File: src/verilog/panel_menu_pkg.sv
// Constants and types for the front-panel function menu controller
package panel_menu_pkg;

	// Clock and time base
	localparam int CLK_PERIOD_NS = 50;
	localparam int TICK_NS = 1_000_000;
	localparam int TICK_CYC = TICK_NS / CLK_PERIOD_NS;
	localparam int TICK_W = 15;
	localparam int MS_W = 12;

	// Display timing in milliseconds, with flash and sweep step counts
	localparam logic [MS_W-1:0] SLOT_BLINK_MS = 12'd3000;
	localparam logic [MS_W-1:0] FLASH_MS = 12'd250;
	localparam logic [MS_W-1:0] FLICK_MS = 12'd50;
	localparam logic [MS_W-1:0] LOCKPAT_MS = 12'd1000;
	localparam logic [MS_W-1:0] SWEEP_MS = 12'd60;
	localparam logic [MS_W-1:0] FLASH_N2 = 12'd4;
	localparam logic [MS_W-1:0] SWEEP_N = 12'd16;

	// Widths
	localparam int AL_W = 16;
	localparam int PW_W = 16;
	localparam int CH_N = 16;

	// Synchronised key vector positions
	localparam int K_FN = 16;
	localparam int K_ENT = 17;
	localparam int K_CAN = 18;
	localparam int K_OTH = 19;
	localparam int KEY_W = 20;

	// Function numbers as channel key index (key 1 is index 0)
	localparam logic [3:0] FN_CLEAR = 4'h0;
	localparam logic [3:0] FN_LOCK = 4'h8;
	localparam logic [3:0] FN_PW = 4'h9;
	localparam logic [3:0] FN_QUERY = 4'ha;
	localparam logic [3:0] FN_NEW_AL = 4'hb;
	localparam logic [3:0] FN_USE_ST = 4'hc;
	localparam logic [3:0] FN_USE_DEF = 4'hd;
	localparam logic [2:0] PW_DIGITS = 3'h4;
	localparam logic [PW_W-1:0] PW_DEFAULT = 16'h0000;

	// Register map (byte addresses) and fields
	localparam logic [3:0] ADR_CTRL = 4'h0;
	localparam logic [3:0] ADR_STAT = 4'h4;
	localparam logic [3:0] ADR_ALIGN = 4'h8;
	localparam int CTRL_ELOCK = 0;
	localparam int CTRL_MGD = 1;

	// Display patterns
	localparam logic [CH_N-1:0] PAT_A = 16'haaaa;
	localparam logic [CH_N-1:0] PAT_B = 16'h5555;
	localparam logic [CH_N-1:0] SWEEP_START = 16'h8000;

	typedef enum logic [2:0] {
		IDLE, SEL, ARM, PW_IN, CUR_PW, NEW_PW
	} state_t;

	typedef enum logic [2:0] {
		EFF_NONE, EFF_FLASH2, EFF_FLICK, EFF_LOCKPAT, EFF_SWEEP,
		EFF_CHFLASH, EFF_SLOT
	} eff_t;

	typedef struct packed {
		logic use_stored;
		logic [AL_W-1:0] stored;
		logic [PW_W-1:0] pw;
	} nv_t;

	typedef struct packed {
		logic fn;
		logic enter_cancel;
		logic edit_lock;
		logic vcc_list;
		logic yellow;
		logic [CH_N-1:0] ch;
		logic [CH_N-1:0] sig_present;
		logic slot_on;
		logic [3:0] slot_digit;
	} led_t;

endpackage

File: src/verilog/panel_menu.sv
// Front-panel function menu controller with Wishbone register slave
//
// Design decisions made here: the Wishbone register port and the register offsets.
`timescale 1ns/10ps
// Contract
// - Functions 1-8 on input channel keys, 9-16 on output channel keys.
// - Decode: 1 clear, 2-8 reserved, 9 lock, 10 password, 11-14 alignment.
// - Function key lights its LED, channel key selects, confirm acts.
// - Cancel or any non-channel key after function abandons the request.
// - Clear resources only when module unlocked and not managed.
// - Function 1 flashes list and active channels; clears only on confirm.
// - Password from keys 1-16, repeats allowed, last four presses kept.
// - Function 9 on controller flashes channels twice then takes password.
// - Wrong password flickers edit-lock LED, lock state unchanged.
// - Successful lock plays pattern; network stays locked until unlocked; code clears the lock on reset and does not retain it.
// - Edit-lock LED stays lit while the network is locked; code flickers it during a wrong-password flicker.
// - Lock/unlock only on controller; unlock sweeps LEDs right to left.
// - Function 10 only unlocked: old password, then new, channels flash.
// - Default password is key one four times.
// - Default alignment computed at power-up and on rate change.
// - Function 11 blinks 1 or 0 in slot display for three seconds.
// - Function 12 on unlocked controller stores new value on confirm.
// - Stored value used only after function 13 and only on controller.
// - Function 13 confirm activates stored value; cancel reverts default.
// - Activated stored value survives power cycles.
// - Function 14 on controller selects default value on confirm.
module panel_menu
	import panel_menu_pkg::*;
#(
	parameter int TICK_CYCLES = TICK_CYC
) (
	// Clock and reset
	input wire logic clk_i,
	input wire logic rst_i,
	// Wishbone slave
	input wire logic wb_cyc_i,
	input wire logic wb_stb_i,
	input wire logic wb_we_i,
	input wire logic [3:0] wb_adr_i,
	input wire logic [3:0] wb_sel_i,
	input wire logic [31:0] wb_dat_i,
	output logic [31:0] wb_dat_o,
	output logic wb_ack_o,
	// Front-panel keys and role strap
	input wire logic fn_key_i,
	input wire logic [CH_N-1:0] ch_key_i,
	input wire logic enter_key_i,
	input wire logic cancel_key_i,
	input wire logic other_key_i,
	input wire logic ctrl_role_i,
	// Network side
	input wire logic [CH_N-1:0] act_ch_i,
	input wire logic rate_change_i,
	input wire logic [AL_W-1:0] align_meas_i,
	input wire logic nv_valid_i,
	input wire nv_t nv_i,
	output nv_t nv_o,
	output logic clear_res_o,
	output logic [AL_W-1:0] align_value_o,
	// Indicators
	output led_t led_o
);

	////////////////////////////////////////////////////////////////////
	// Key synchronisers and press detection
	logic [KEY_W-1:0] key_s1_q, key_s2_q, key_s3_q;
	logic ctrl_s1_q, ctrl_q;
	logic [KEY_W-1:0] press;
	logic ch_any;
	logic [3:0] ch_idx;

	always_ff @(posedge clk_i) begin
		if (rst_i) begin
			key_s1_q <= '0;
			key_s2_q <= '0;
			key_s3_q <= '0;
			ctrl_s1_q <= 1'b0;
			ctrl_q <= 1'b0;
		end else begin
			key_s1_q <= {other_key_i, cancel_key_i, enter_key_i, fn_key_i,
				ch_key_i};
			key_s2_q <= key_s1_q;
			key_s3_q <= key_s2_q;
			ctrl_s1_q <= ctrl_role_i;
			ctrl_q <= ctrl_s1_q;
		end
	end

	assign press = key_s2_q & ~key_s3_q;
	assign ch_any = |press[CH_N-1:0];

	// Lowest pressed channel; keys 0-7 input section, 8-15 output
	always_comb begin
		ch_idx = 4'h0;
		for (int i = CH_N - 1; i >= 0; i--) begin
			if (press[i]) begin
				ch_idx = 4'(i);
			end
		end
	end

	////////////////////////////////////////////////////////////////////
	// Millisecond tick and free flash phase
	logic [TICK_W-1:0] tick_cnt_q;
	logic tick;
	logic [MS_W-1:0] fl_ms_q;
	logic blink;

	assign tick = (tick_cnt_q == TICK_W'(TICK_CYCLES - 1));

	always_ff @(posedge clk_i) begin
		if (rst_i) begin
			tick_cnt_q <= '0;
		end else if (tick) begin
			tick_cnt_q <= '0;
		end else begin
			tick_cnt_q <= tick_cnt_q + 1'b1;
		end
	end

	always_ff @(posedge clk_i) begin
		if (rst_i) begin
			fl_ms_q <= '0;
		end else if (tick) begin
			if (fl_ms_q == MS_W'(2 * FLASH_MS - 1)) begin
				fl_ms_q <= '0;
			end else begin
				fl_ms_q <= fl_ms_q + 1'b1;
			end
		end
	end

	assign blink = fl_ms_q < FLASH_MS;

	////////////////////////////////////////////////////////////////////
	// Control register
	logic elock_q, managed_q;
	logic bus_req;

	assign bus_req = wb_cyc_i && wb_stb_i && !wb_ack_o;

	always_ff @(posedge clk_i) begin
		if (rst_i) begin
			elock_q <= 1'b0;
			managed_q <= 1'b0;
		end else if (bus_req && wb_we_i && wb_sel_i[0] &&
			wb_adr_i == ADR_CTRL) begin
			elock_q <= wb_dat_i[CTRL_ELOCK];
			managed_q <= wb_dat_i[CTRL_MGD];
		end
	end

	////////////////////////////////////////////////////////////////////
	// Menu sequencer, password, alignment and effects
	state_t state_q;
	eff_t eff_q;
	logic [3:0] sel_q;
	logic [PW_W-1:0] buf_q;
	logic [2:0] cnt_q;
	logic [MS_W-1:0] ms_q;
	logic net_locked_q, use_st_q, init_q, clr_q, slot_dig_q;
	logic [PW_W-1:0] pw_q;
	logic [AL_W-1:0] stored_q, default_q, act_q;
	logic pw_ok, ctrl_free;

	assign pw_ok = (cnt_q == PW_DIGITS) && (buf_q == pw_q);
	assign ctrl_free = ctrl_q && !net_locked_q;

	function automatic logic [MS_W-1:0] eff_len(eff_t e);
		unique case (e)
			EFF_NONE: eff_len = '0;
			EFF_FLASH2: eff_len = MS_W'(FLASH_N2 * FLASH_MS);
			EFF_FLICK: eff_len = MS_W'(FLASH_N2 * FLASH_MS);
			EFF_LOCKPAT: eff_len = LOCKPAT_MS;
			EFF_SWEEP: eff_len = MS_W'(SWEEP_N * SWEEP_MS);
			EFF_CHFLASH: eff_len = MS_W'(FLASH_N2 * FLASH_MS);
			EFF_SLOT: eff_len = SLOT_BLINK_MS;
		endcase
	endfunction

	always_ff @(posedge clk_i) begin
		if (rst_i) begin
			state_q <= IDLE;
			eff_q <= EFF_NONE;
			sel_q <= '0;
			buf_q <= '0;
			cnt_q <= '0;
			ms_q <= '0;
			net_locked_q <= 1'b0;
			pw_q <= PW_DEFAULT;
			use_st_q <= 1'b0;
			stored_q <= '0;
			act_q <= '0;
			default_q <= '0;
			init_q <= 1'b1;
			clr_q <= 1'b0;
			slot_dig_q <= 1'b0;
		end else begin
			clr_q <= 1'b0;
			if (tick) begin
				ms_q <= ms_q + 1'b1;
			end
			if (eff_q != EFF_NONE && tick && ms_q >= eff_len(eff_q)) begin
				eff_q <= EFF_NONE;
			end
			// Power-up values: measured default, retained settings
			if (init_q) begin
				init_q <= 1'b0;
				default_q <= align_meas_i;
				if (nv_valid_i) begin
					pw_q <= nv_i.pw;
					stored_q <= nv_i.stored;
					act_q <= nv_i.stored;
					use_st_q <= nv_i.use_stored;
				end
			end else if (rate_change_i) begin
				default_q <= align_meas_i;
			end
			unique case (state_q)
				IDLE: begin
					if (press[K_FN]) begin
						state_q <= SEL;
					end
				end
				SEL: begin
					if (ch_any) begin
						sel_q <= ch_idx;
						state_q <= ARM;
					end else if (|press) begin
						state_q <= IDLE;
					end
				end
				ARM: begin
					if (ch_any) begin
						sel_q <= ch_idx;
					end else if (press[K_ENT]) begin
						state_q <= IDLE;
						case (sel_q)
							FN_CLEAR: begin
								if (!elock_q && !managed_q) begin
									clr_q <= 1'b1;
								end
							end
							FN_LOCK: begin
								if (ctrl_q) begin
									state_q <= PW_IN;
									cnt_q <= '0;
									eff_q <= EFF_FLASH2;
									ms_q <= '0;
								end
							end
							FN_PW: begin
								if (!net_locked_q) begin
									state_q <= CUR_PW;
									cnt_q <= '0;
								end
							end
							FN_QUERY: begin
								slot_dig_q <= use_st_q && ctrl_q;
								eff_q <= EFF_SLOT;
								ms_q <= '0;
							end
							FN_NEW_AL: begin
								if (ctrl_free) begin
									stored_q <= align_meas_i;
								end
							end
							FN_USE_ST: begin
								if (ctrl_free) begin
									use_st_q <= 1'b1;
									act_q <= stored_q;
								end
							end
							FN_USE_DEF: begin
								if (ctrl_q) begin
									use_st_q <= 1'b0;
								end
							end
							default: begin
							end
						endcase
					end else if (|press) begin
						state_q <= IDLE;
						if (sel_q == FN_USE_ST && ctrl_free) begin
							use_st_q <= 1'b0;
						end
					end
				end
				PW_IN, CUR_PW, NEW_PW: begin
					if (ch_any) begin
						buf_q <= {buf_q[PW_W-5:0], ch_idx};
						if (cnt_q != PW_DIGITS) begin
							cnt_q <= cnt_q + 1'b1;
						end
					end else if (press[K_ENT]) begin
						state_q <= IDLE;
						ms_q <= '0;
						if (state_q == NEW_PW && cnt_q == PW_DIGITS) begin
							pw_q <= buf_q;
							eff_q <= EFF_CHFLASH;
						end else if (state_q == CUR_PW && pw_ok) begin
							state_q <= NEW_PW;
							cnt_q <= '0;
						end else if (state_q == PW_IN && pw_ok && ctrl_q) begin
							net_locked_q <= !net_locked_q;
							eff_q <= net_locked_q ? EFF_SWEEP : EFF_LOCKPAT;
						end else begin
							eff_q <= EFF_FLICK;
						end
					end else if (|press) begin
						state_q <= IDLE;
					end
				end
			endcase
		end
	end

	////////////////////////////////////////////////////////////////////
	// Applied alignment value and outputs of retained state
	always_ff @(posedge clk_i) begin
		if (rst_i) begin
			align_value_o <= '0;
		end else begin
			align_value_o <= (use_st_q && ctrl_q) ? act_q : default_q;
		end
	end

	assign nv_o = '{use_stored: use_st_q, stored: stored_q, pw: pw_q};
	assign clear_res_o = clr_q;

	////////////////////////////////////////////////////////////////////
	// Indicator drive
	led_t led_d;
	logic eblink, flick;
	logic [3:0] sweep_step;

	assign eblink = (ms_q % MS_W'(2 * FLASH_MS)) < FLASH_MS;
	assign flick = (ms_q % MS_W'(2 * FLICK_MS)) < FLICK_MS;
	assign sweep_step = 4'(ms_q / SWEEP_MS);

	always_comb begin
		led_d = '0;
		led_d.fn = (state_q == SEL) || (state_q == ARM);
		led_d.enter_cancel = blink && (state_q != IDLE) &&
			(state_q != SEL);
		led_d.edit_lock = (eff_q == EFF_FLICK) ? flick : net_locked_q;
		if (state_q == ARM && sel_q == FN_CLEAR) begin
			led_d.vcc_list = blink;
			led_d.ch = blink ? act_ch_i : '0;
		end
		led_d.yellow = blink && (state_q == ARM) &&
			(sel_q >= FN_NEW_AL) && (sel_q <= FN_USE_DEF);
		if (eff_q == EFF_FLASH2 || eff_q == EFF_CHFLASH) begin
			led_d.ch = {CH_N{eblink}};
		end
		if (eff_q == EFF_LOCKPAT) begin
			led_d.sig_present = eblink ? PAT_A : PAT_B;
		end else if (eff_q == EFF_SWEEP) begin
			led_d.sig_present = SWEEP_START >> sweep_step;
		end
		led_d.slot_on = (eff_q == EFF_SLOT) && eblink;
		led_d.slot_digit = {3'h0, slot_dig_q};
	end

	always_ff @(posedge clk_i) begin
		if (rst_i) begin
			led_o <= '0;
		end else begin
			led_o <= led_d;
		end
	end

	////////////////////////////////////////////////////////////////////
	// Wishbone answer
	always_ff @(posedge clk_i) begin
		if (rst_i) begin
			wb_ack_o <= 1'b0;
			wb_dat_o <= '0;
		end else begin
			wb_ack_o <= bus_req;
			wb_dat_o <= '0;
			if (bus_req && !wb_we_i) begin
				unique case (wb_adr_i)
					ADR_CTRL: wb_dat_o <= 32'({managed_q, elock_q});
					ADR_STAT: wb_dat_o <= 32'({state_q, ctrl_q, use_st_q,
						net_locked_q});
					ADR_ALIGN: wb_dat_o <= {stored_q, align_value_o};
					default: wb_dat_o <= '0;
				endcase
			end
		end
	end
endmodule // panel_menu

File: config.mk
export PLATFORM = sky130hd
export DESIGN_NAME = panel_menu
export DESIGN_NICKNAME = d
export VERILOG_FILES = /design/src/verilog/panel_menu_pkg.sv /design/src/verilog/panel_menu.sv
export SDC_FILE = /design/constraint.sdc
export NUM_CORES = 1
export LEC_CHECK = 0
export ABC_AREA = 1
export BUFFER_PORTS_ARGS = -buffer_cell sky130_fd_sc_hd__buf_2
export CAP_MARGIN = 0
export CORE_MARGIN = 4
export CORE_UTILIZATION = 25
export CTS_BUF_LIST = sky130_fd_sc_hd__clkbuf_8
export CTS_CLUSTER_DIAMETER = 60
export DETAILED_ROUTE_END_ITERATION = 16
export PLACE_DENSITY_LB_ADDON = 0.15
export SYNTH_ARGS = -nofsm -noshare
export SYNTH_HDL_FRONTEND = slang
export SYNTH_SLANG_ARGS = --single-unit
File: constraint.sdc
create_clock -name clk_i -period 5.1 [get_ports clk_i]
set_clock_uncertainty 0.15 [all_clocks]
set_input_delay 0.51 -clock clk_i [delete_from_list [all_inputs] [get_ports clk_i]]
set_output_delay 0.51 -clock clk_i [all_outputs]
set_load 0.02 [all_outputs]
Word level (Yosys, flattened, before mapping) --
Cells that the tools add are included.
Cells by class: $add $sub $neg 4, divide/modulo/power cells 3, magnitude comparators 6, equal/unequal tests 36, shifts and indexed selects 1, muxes and demuxes 106, bitwise logic cells 10, reduce and logical (&&, ||, !) cells 54
Operator list (number):
- $mux W16 | 29
- $mux W12 | 8
- $pmux W32 S3 | 1
- $mux W3 | 29
- $mux W4 | 16
- $pmux W12 S2 | 2
- $pmux W12 S4 | 1
- $reduce_or A20 Y1 | 2
- $pmux W3 S2 | 5
- $eq A4 B4 Y1 const B | 7
- $add A12 B1 Y12 const B | 2
- $logic_and A1 B1 Y1 | 24
- $lt A12 B8 Y1 const B | 2
- $ne A3 B3 Y1 const B | 7
- $and A20 B20 Y20 | 1
- $not A20 Y20 | 1
- $eq A3 B3 Y1 const B | 6
- $eq A16 B16 Y1 | 1
- $reduce_or A16 Y1 | 1
- $shr A16 B4 Y16 const A | 1
- $add A15 B1 Y15 const B | 1
- $eq A15 B15 Y1 const B | 1
- $div A12 B6 Y12 const B | 1
- $eq A12 B9 Y1 const B | 1
- other kinds (31) | 70
Word-level totals: register bits 292, input port bits 133, logic and storage cells 257

Longest topological paths before layout --
depth after elaboration 18, gate-level depth with buffers 34, mapped depth without buffers 33

Worst setup path after synthesis --
Ideal clock, no wire load.
path kind reg-to-reg, start register ms_q[6], end register led_o[30] (netlist name), library setup time 70 ps, arrival time 3488 ps, setup slack 1392 ps, cell stages (with the launch flop) 29, path buffers 3, path through dfxtp_1 > buf_2 > inv_1 > buf_2 > ha_1 > o211ai_4 > nand2_4 > a21oi_1 > nand4_4 > nand2_4 > nand2_1 > nand2_1 > nand2_2 > nand4_4 > nand2_4 > nand2_1 > nand2_1 > inv_2 > nand2_4 > nor2_4 > nand3_2 > nand2_2 > nand2_1 > nand2_1 > nand2_1 > nand2_2 > nand3_4 > buf_6 > a21oi_2
On the way: cells in the longest elaborated chain, start to end 3
RTL lines:
- from (decl) | line panel_menu.sv:160 | logic [MS_W-1:0] ms_q;
- from (signal assigned) | line panel_menu.sv:201 | ms_q <= ms_q + 1'b1;
- $mod A12 B9 Y12 | line panel_menu.sv:337 | assign eblink = (ms_q % MS_W'(2 * FLASH_MS)) < FLASH_MS;
- $lt A12 B8 Y1 | line panel_menu.sv:337
- $mux W16 | line panel_menu.sv:353 | if (eff_q == EFF_FLASH2 || eff_q == EFF_CHFLASH) begin
- to (signal assigned) | line panel_menu.sv:369 | led_o <= led_d;
- to (decl) | line panel_menu.sv:61 | output led_t led_o
No other way between the ends. A chain may end at the register's enable or synchronous reset.

Worst setup path after layout --
start register ms_q[7], end register led_o[39] (netlist name)
On the way: cells in the longest elaborated chain, start to end 3
RTL lines:
- $mod A12 B7 Y12 | line panel_menu.sv:338 | assign flick = (ms_q % MS_W'(2 * FLICK_MS)) < FLICK_MS;
- $lt A12 B6 Y1 | line panel_menu.sv:338
- $mux W1 | line panel_menu.sv:346 | led_d.edit_lock = (eff_q == EFF_FLICK) ? flick : net_locked_q;
No other way between the ends.

==> run summary <==
Final estimated routing congestion in global placement: 0.847. The fraction of final layout cells with drive strength greater than 1 was 18.9%. The xor/xnor cell area share of the yosys netlist was 1.85%; the cell row count was 85. Clock tree synthesis selected as its root buffer the cell sky130_fd_sc_hd__clkbuf_8.

The detail route stage leaves a number of antenna-violating nets equal to 0. Hold slack: 0.0610 ns. The clock tree synthesis step divided the H-tree into 2 levels. The clock drives 289 sinks.

The worst setup path is captured at a flop. The post-layout minimum cycle time works out to 4.07 ns. The first global-routing pass estimated 70700 um of wire. After layout, the worst setup slack is 1.03 ns.

The worst setup path is of the reg2reg kind. Area used by multi-input combinational logic: 6700 um2. TritonCTS built the clock tree.

The via count of the first global-routing pass is 13007. Startpoint of the worst register-to-register path: ms_q[7]$_SDFF_PP0_. Yosys mapped a number of flops with a built-in enable equal to 0.

Of the total synthesized cell area, the portion taken by full adders, half adders and majority gates is 1.55%. Global routing consumed, over all layers together, 14.6% of the routing resources. The number of different library cells used by synthesis comes to 58.

The tools report the launching element type of the critical path as a flop. The clock latency reported for the late side of the worst-skew pair came out at 0.67 ns. Dividing the detail-routed via count by the number of cells gives 4.49. The synthesized netlist devotes 14.7% of its cell area to compound gates. Setup repair after global routing left no endpoint under its margin.

Synthesis produced 1917 cells. The floorplan step set the die height to 242 um. The sequential cells in the finished layout cover a total of 5790 um2.

After synthesis, the largest family of logic cells by area is simple AND/OR/NAND/NOR gates. With fillers left out, the area of the finished cells amounts to 17400 um2. Power comes to 5.21 mW. The cell leakage power came out at 7.80 nW.

For the final routed database, the setup TNS stands at 0 ns. TritonCTS created 54 clock buffers. After detailed routing, the number of remaining DRC violations is 0. Across the run, the number of max-cap violations was 0. The worst-case headroom to the max-slew limit was 33.9%.

After synthesis, flip-flops and latches occupy 42.3% of the total area. The worst hold path begins at nv_i[19]. The master of the slowest instance on the critical path was sky130_fd_sc_hd__dfxtp_1. In the synthesized netlist, mux cells make up 0% of the area. During I/O placement, the number of pins put on the boundary was 258. In this run the cell area of the synthesized design comes to 13700 um2. Worst min-delay path category: in2reg. The transition time of the tightest slew-check pin was 0.991 ns; the final wirelength was 43500 um.

The layout overhead on the synthesized area is 27.1%, and the half-perimeter wire length after placement is 31700 um. Quantity of hold-fixing buffers added after cts: 70. For the worst setup path, the data arrival time is 4.40 ns. The mean instance size in the synthesized netlist is 7.14 um2, and the number of pins with negative max-slew slack in the final report is 0.

The final hold violation count is 0, and the die boundary width is 242 um. The number of storage elements in the synthesis netlist works out to 289. The tools report the pin count of the biggest net entering global routing as 106. The overall overflow remaining after global route was 0; the total via count in the routed design was 13264.

The count of input and output buffers is 221, and the area of the die is 58600 um2. The number of setup violations in the final report is 0. The placed standard-cell area was 15500 um2; the maximum fanout along the worst path was 11. The run finished with clean final reports.

The final clock period utilization by the worst path was 79.8%; the number of antenna violations at the first check in global routing was 7. The tools report the source of the critical timing path as ms_q[7]$_SDFF_PP0_. The final layout contains 2359 nets.

The detailed-router iteration count before antenna repair was 5; the highest clock frequency the design can meet was 0.246 GHz. Counting stages on the worst path, the most repeated cell is sky130_fd_sc_hd__nand2_1. The maximum single-stage delay on the critical path was 0.63 ns; the number of setup buffers added after CTS was 0.

The number of DRC markers after the initial detailed-route iteration is 692, and the total power per unit cell area is 300 nW/um2. The layout has 5846 filler cells. During synthesis, Yosys emitted a total of 0 warnings. The tools report the number of buffers between clock root and the deepest sink as 3. After detailed routing, the average wire length per cell comes to 14.7 um. The most instantiated flip-flop cell in the synthesis netlist was sky130_fd_sc_hd__dfxtp_1. Clock-pin slew was measured on the worst setup and hold paths at 0.06 ns. After Yosys synthesis, and, or, nand and nor cells account for 30.7% of the synthesized area. The proportion of synthesized flip-flops having asynchronous set or reset was 0%; the core box area was 54000 um2. Data on the critical path is required at its endpoint by 5.43 ns. Post-CTS repair changed the size of 0 cells. Timing analysis after detailed placement gives a worst setup slack of 1.00 ns. For this configuration, the core starts out at a cell density of 25.3%. The largest voltage drop on the vdd net came out at 0.199 mV.
[Yosys cell counts, types with 10 or more instances]
cell type | number | share of area, %
sky130_fd_sc_hd__nand2_2 | 28 | 1.3
sky130_fd_sc_hd__a21oi_1 | 97 | 3.5
sky130_fd_sc_hd__ha_1 | 17 | 1.6
sky130_fd_sc_hd__or2_2 | 14 | 0.64
sky130_fd_sc_hd__a31oi_1 | 38 | 1.7
sky130_fd_sc_hd__nand2_1 | 351 | 9.6
sky130_fd_sc_hd__clkbuf_1 | 53 | 1.5
sky130_fd_sc_hd__nor2_1 | 281 | 7.7
sky130_fd_sc_hd__a21oi_2 | 12 | 0.77
sky130_fd_sc_hd__dfxtp_1 | 289 | 42
sky130_fd_sc_hd__nor3b_1 | 30 | 1.6
sky130_fd_sc_hd__xor2_1 | 19 | 1.2
sky130_fd_sc_hd__nor3_1 | 37 | 1.4
sky130_fd_sc_hd__nand4_1 | 46 | 2.1
sky130_fd_sc_hd__nand3_1 | 89 | 3.3
sky130_fd_sc_hd__nand2_4 | 10 | 0.82
sky130_fd_sc_hd__inv_1 | 221 | 6.1
sky130_fd_sc_hd__o21ai_0 | 160 | 5.9
[worst paths after layout]
check	to	slack [ns]	cells after the start
worst min register to register	key_s2_q[9]$_SDFF_PP0_	0.25	2
worst max register to register	led_o[39]$_SDFF_PP0_	1.03	25
worst max-delay path	led_o[39]$_SDFF_PP0_	1.03	25
worst min-delay path	act_q[3]$_SDFF_PP0_	0.06	3
[worst max-delay path: cells and delay by family, from the launching register on]
kind                   cells  cell delay [ns]
flip-flops                 1             0.63
AO/OA/AOI/OAI              3             0.51
AND/OR/NAND/NOR           19             2.19
buffers and inverters      3             0.42
[registers in the layout (all words and copies together), names as in the netlist, 3 cells and up]
| name | count |
|---|---|
| cnt_q | 3 |
| state_q | 3 |
| buf_q | 16 |
| sel_q | 4 |
| default_q | 16 |
| key_s2_q | 20 |
| ms_q | 12 |
| align_value_o | 16 |
| pw_q | 16 |
| fl_ms_q | 12 |
| wb_dat_o | 32 |
| stored_q | 16 |
| eff_q | 3 |
| key_s1_q | 20 |
| act_q | 16 |
| led_o | 39 |
| tick_cnt_q | 15 |
| key_s3_q | 20 |
[per-layer routing]
metal | share of wire [%] | global-route usage [%] | vias up
li1 | - | - | 6847
met1 | 46 | 19.0 | 6041
met2 | 46 | 24.0 | 304
met3 | 5.8 | 3.43 | 70
met4 | 2.4 | 5.05 | 2
met5 | 0.046 | 0 | -
[layout by cell type, fill, tap and decap left out, types with 7 or more instances in the layout]
cell type / count
sky130_fd_sc_hd__nand2_1: 351
sky130_fd_sc_hd__a21oi_1: 97
sky130_fd_sc_hd__nor3_1: 37
sky130_fd_sc_hd__clkinv_2: 7
sky130_fd_sc_hd__nor2_1: 281
sky130_fd_sc_hd__o21ai_0: 160
sky130_fd_sc_hd__diode_2: 7
sky130_fd_sc_hd__nand3_1: 89
sky130_fd_sc_hd__nand2_2: 28
sky130_fd_sc_hd__clkbuf_8: 68
sky130_fd_sc_hd__nand4_1: 46
sky130_fd_sc_hd__xor2_1: 19
sky130_fd_sc_hd__buf_4: 18
sky130_fd_sc_hd__dlygate4sd3_1: 70
sky130_fd_sc_hd__dfxtp_1: 289
sky130_fd_sc_hd__a21oi_2: 12
sky130_fd_sc_hd__or2_2: 14
sky130_fd_sc_hd__buf_2: 220
sky130_fd_sc_hd__o21ai_1: 8
sky130_fd_sc_hd__nor4_1: 8
sky130_fd_sc_hd__nor3b_1: 30
sky130_fd_sc_hd__nand2_4: 10
sky130_fd_sc_hd__inv_2: 8
sky130_fd_sc_hd__inv_1: 238
sky130_fd_sc_hd__a31oi_1: 38
sky130_fd_sc_hd__ha_1: 17
[stage by stage]
step           instances  util, %
2_1_floorplan       1919        -
3_3_place_gp        2779     28.6
3_5_place_dp        2779     28.6
4_1_cts             2948     32.2
5_1_grt             2952     32.2
6_report            2955     32.2
[power breakdown]
| part | internal (mW) | leakage [nW] | switching [mW] |
|---|---|---|---|
| Clock | 1.41 | 0.674 | 1.04 |
| Combinational | 0.155 | 4.77 | 0.235 |
| Sequential | 2.33 | 2.35 | 0.0455 |
| Total | 3.89 | 7.80 | 1.32 |
[cell type report]
class / count / share of cell area, %
well taps: 696 / 5.01
repair buffers: 308 / 11.1
inverters: 236 / 5.10
clock buffers: 68 / 5.38
multi-input cells: 1320 / 38.5
flip-flops and latches: 289 / 33.3
clock inverters: 31 / 1.50
diodes: 7 / 0.101
[cells by family (layout without fill, tap and decap cells)]
kind of cell	Yosys count	in the layout
other	1	10
AOI/OAI and AO/OA	356	356
and+or+nand+nor	919	919
xor gates and xnor gates	25	25
DFF	289	289
buffers and inverters	310	643
adders and majority gates	17	17
No activity file was read; power rests on OpenSTA's default activity.
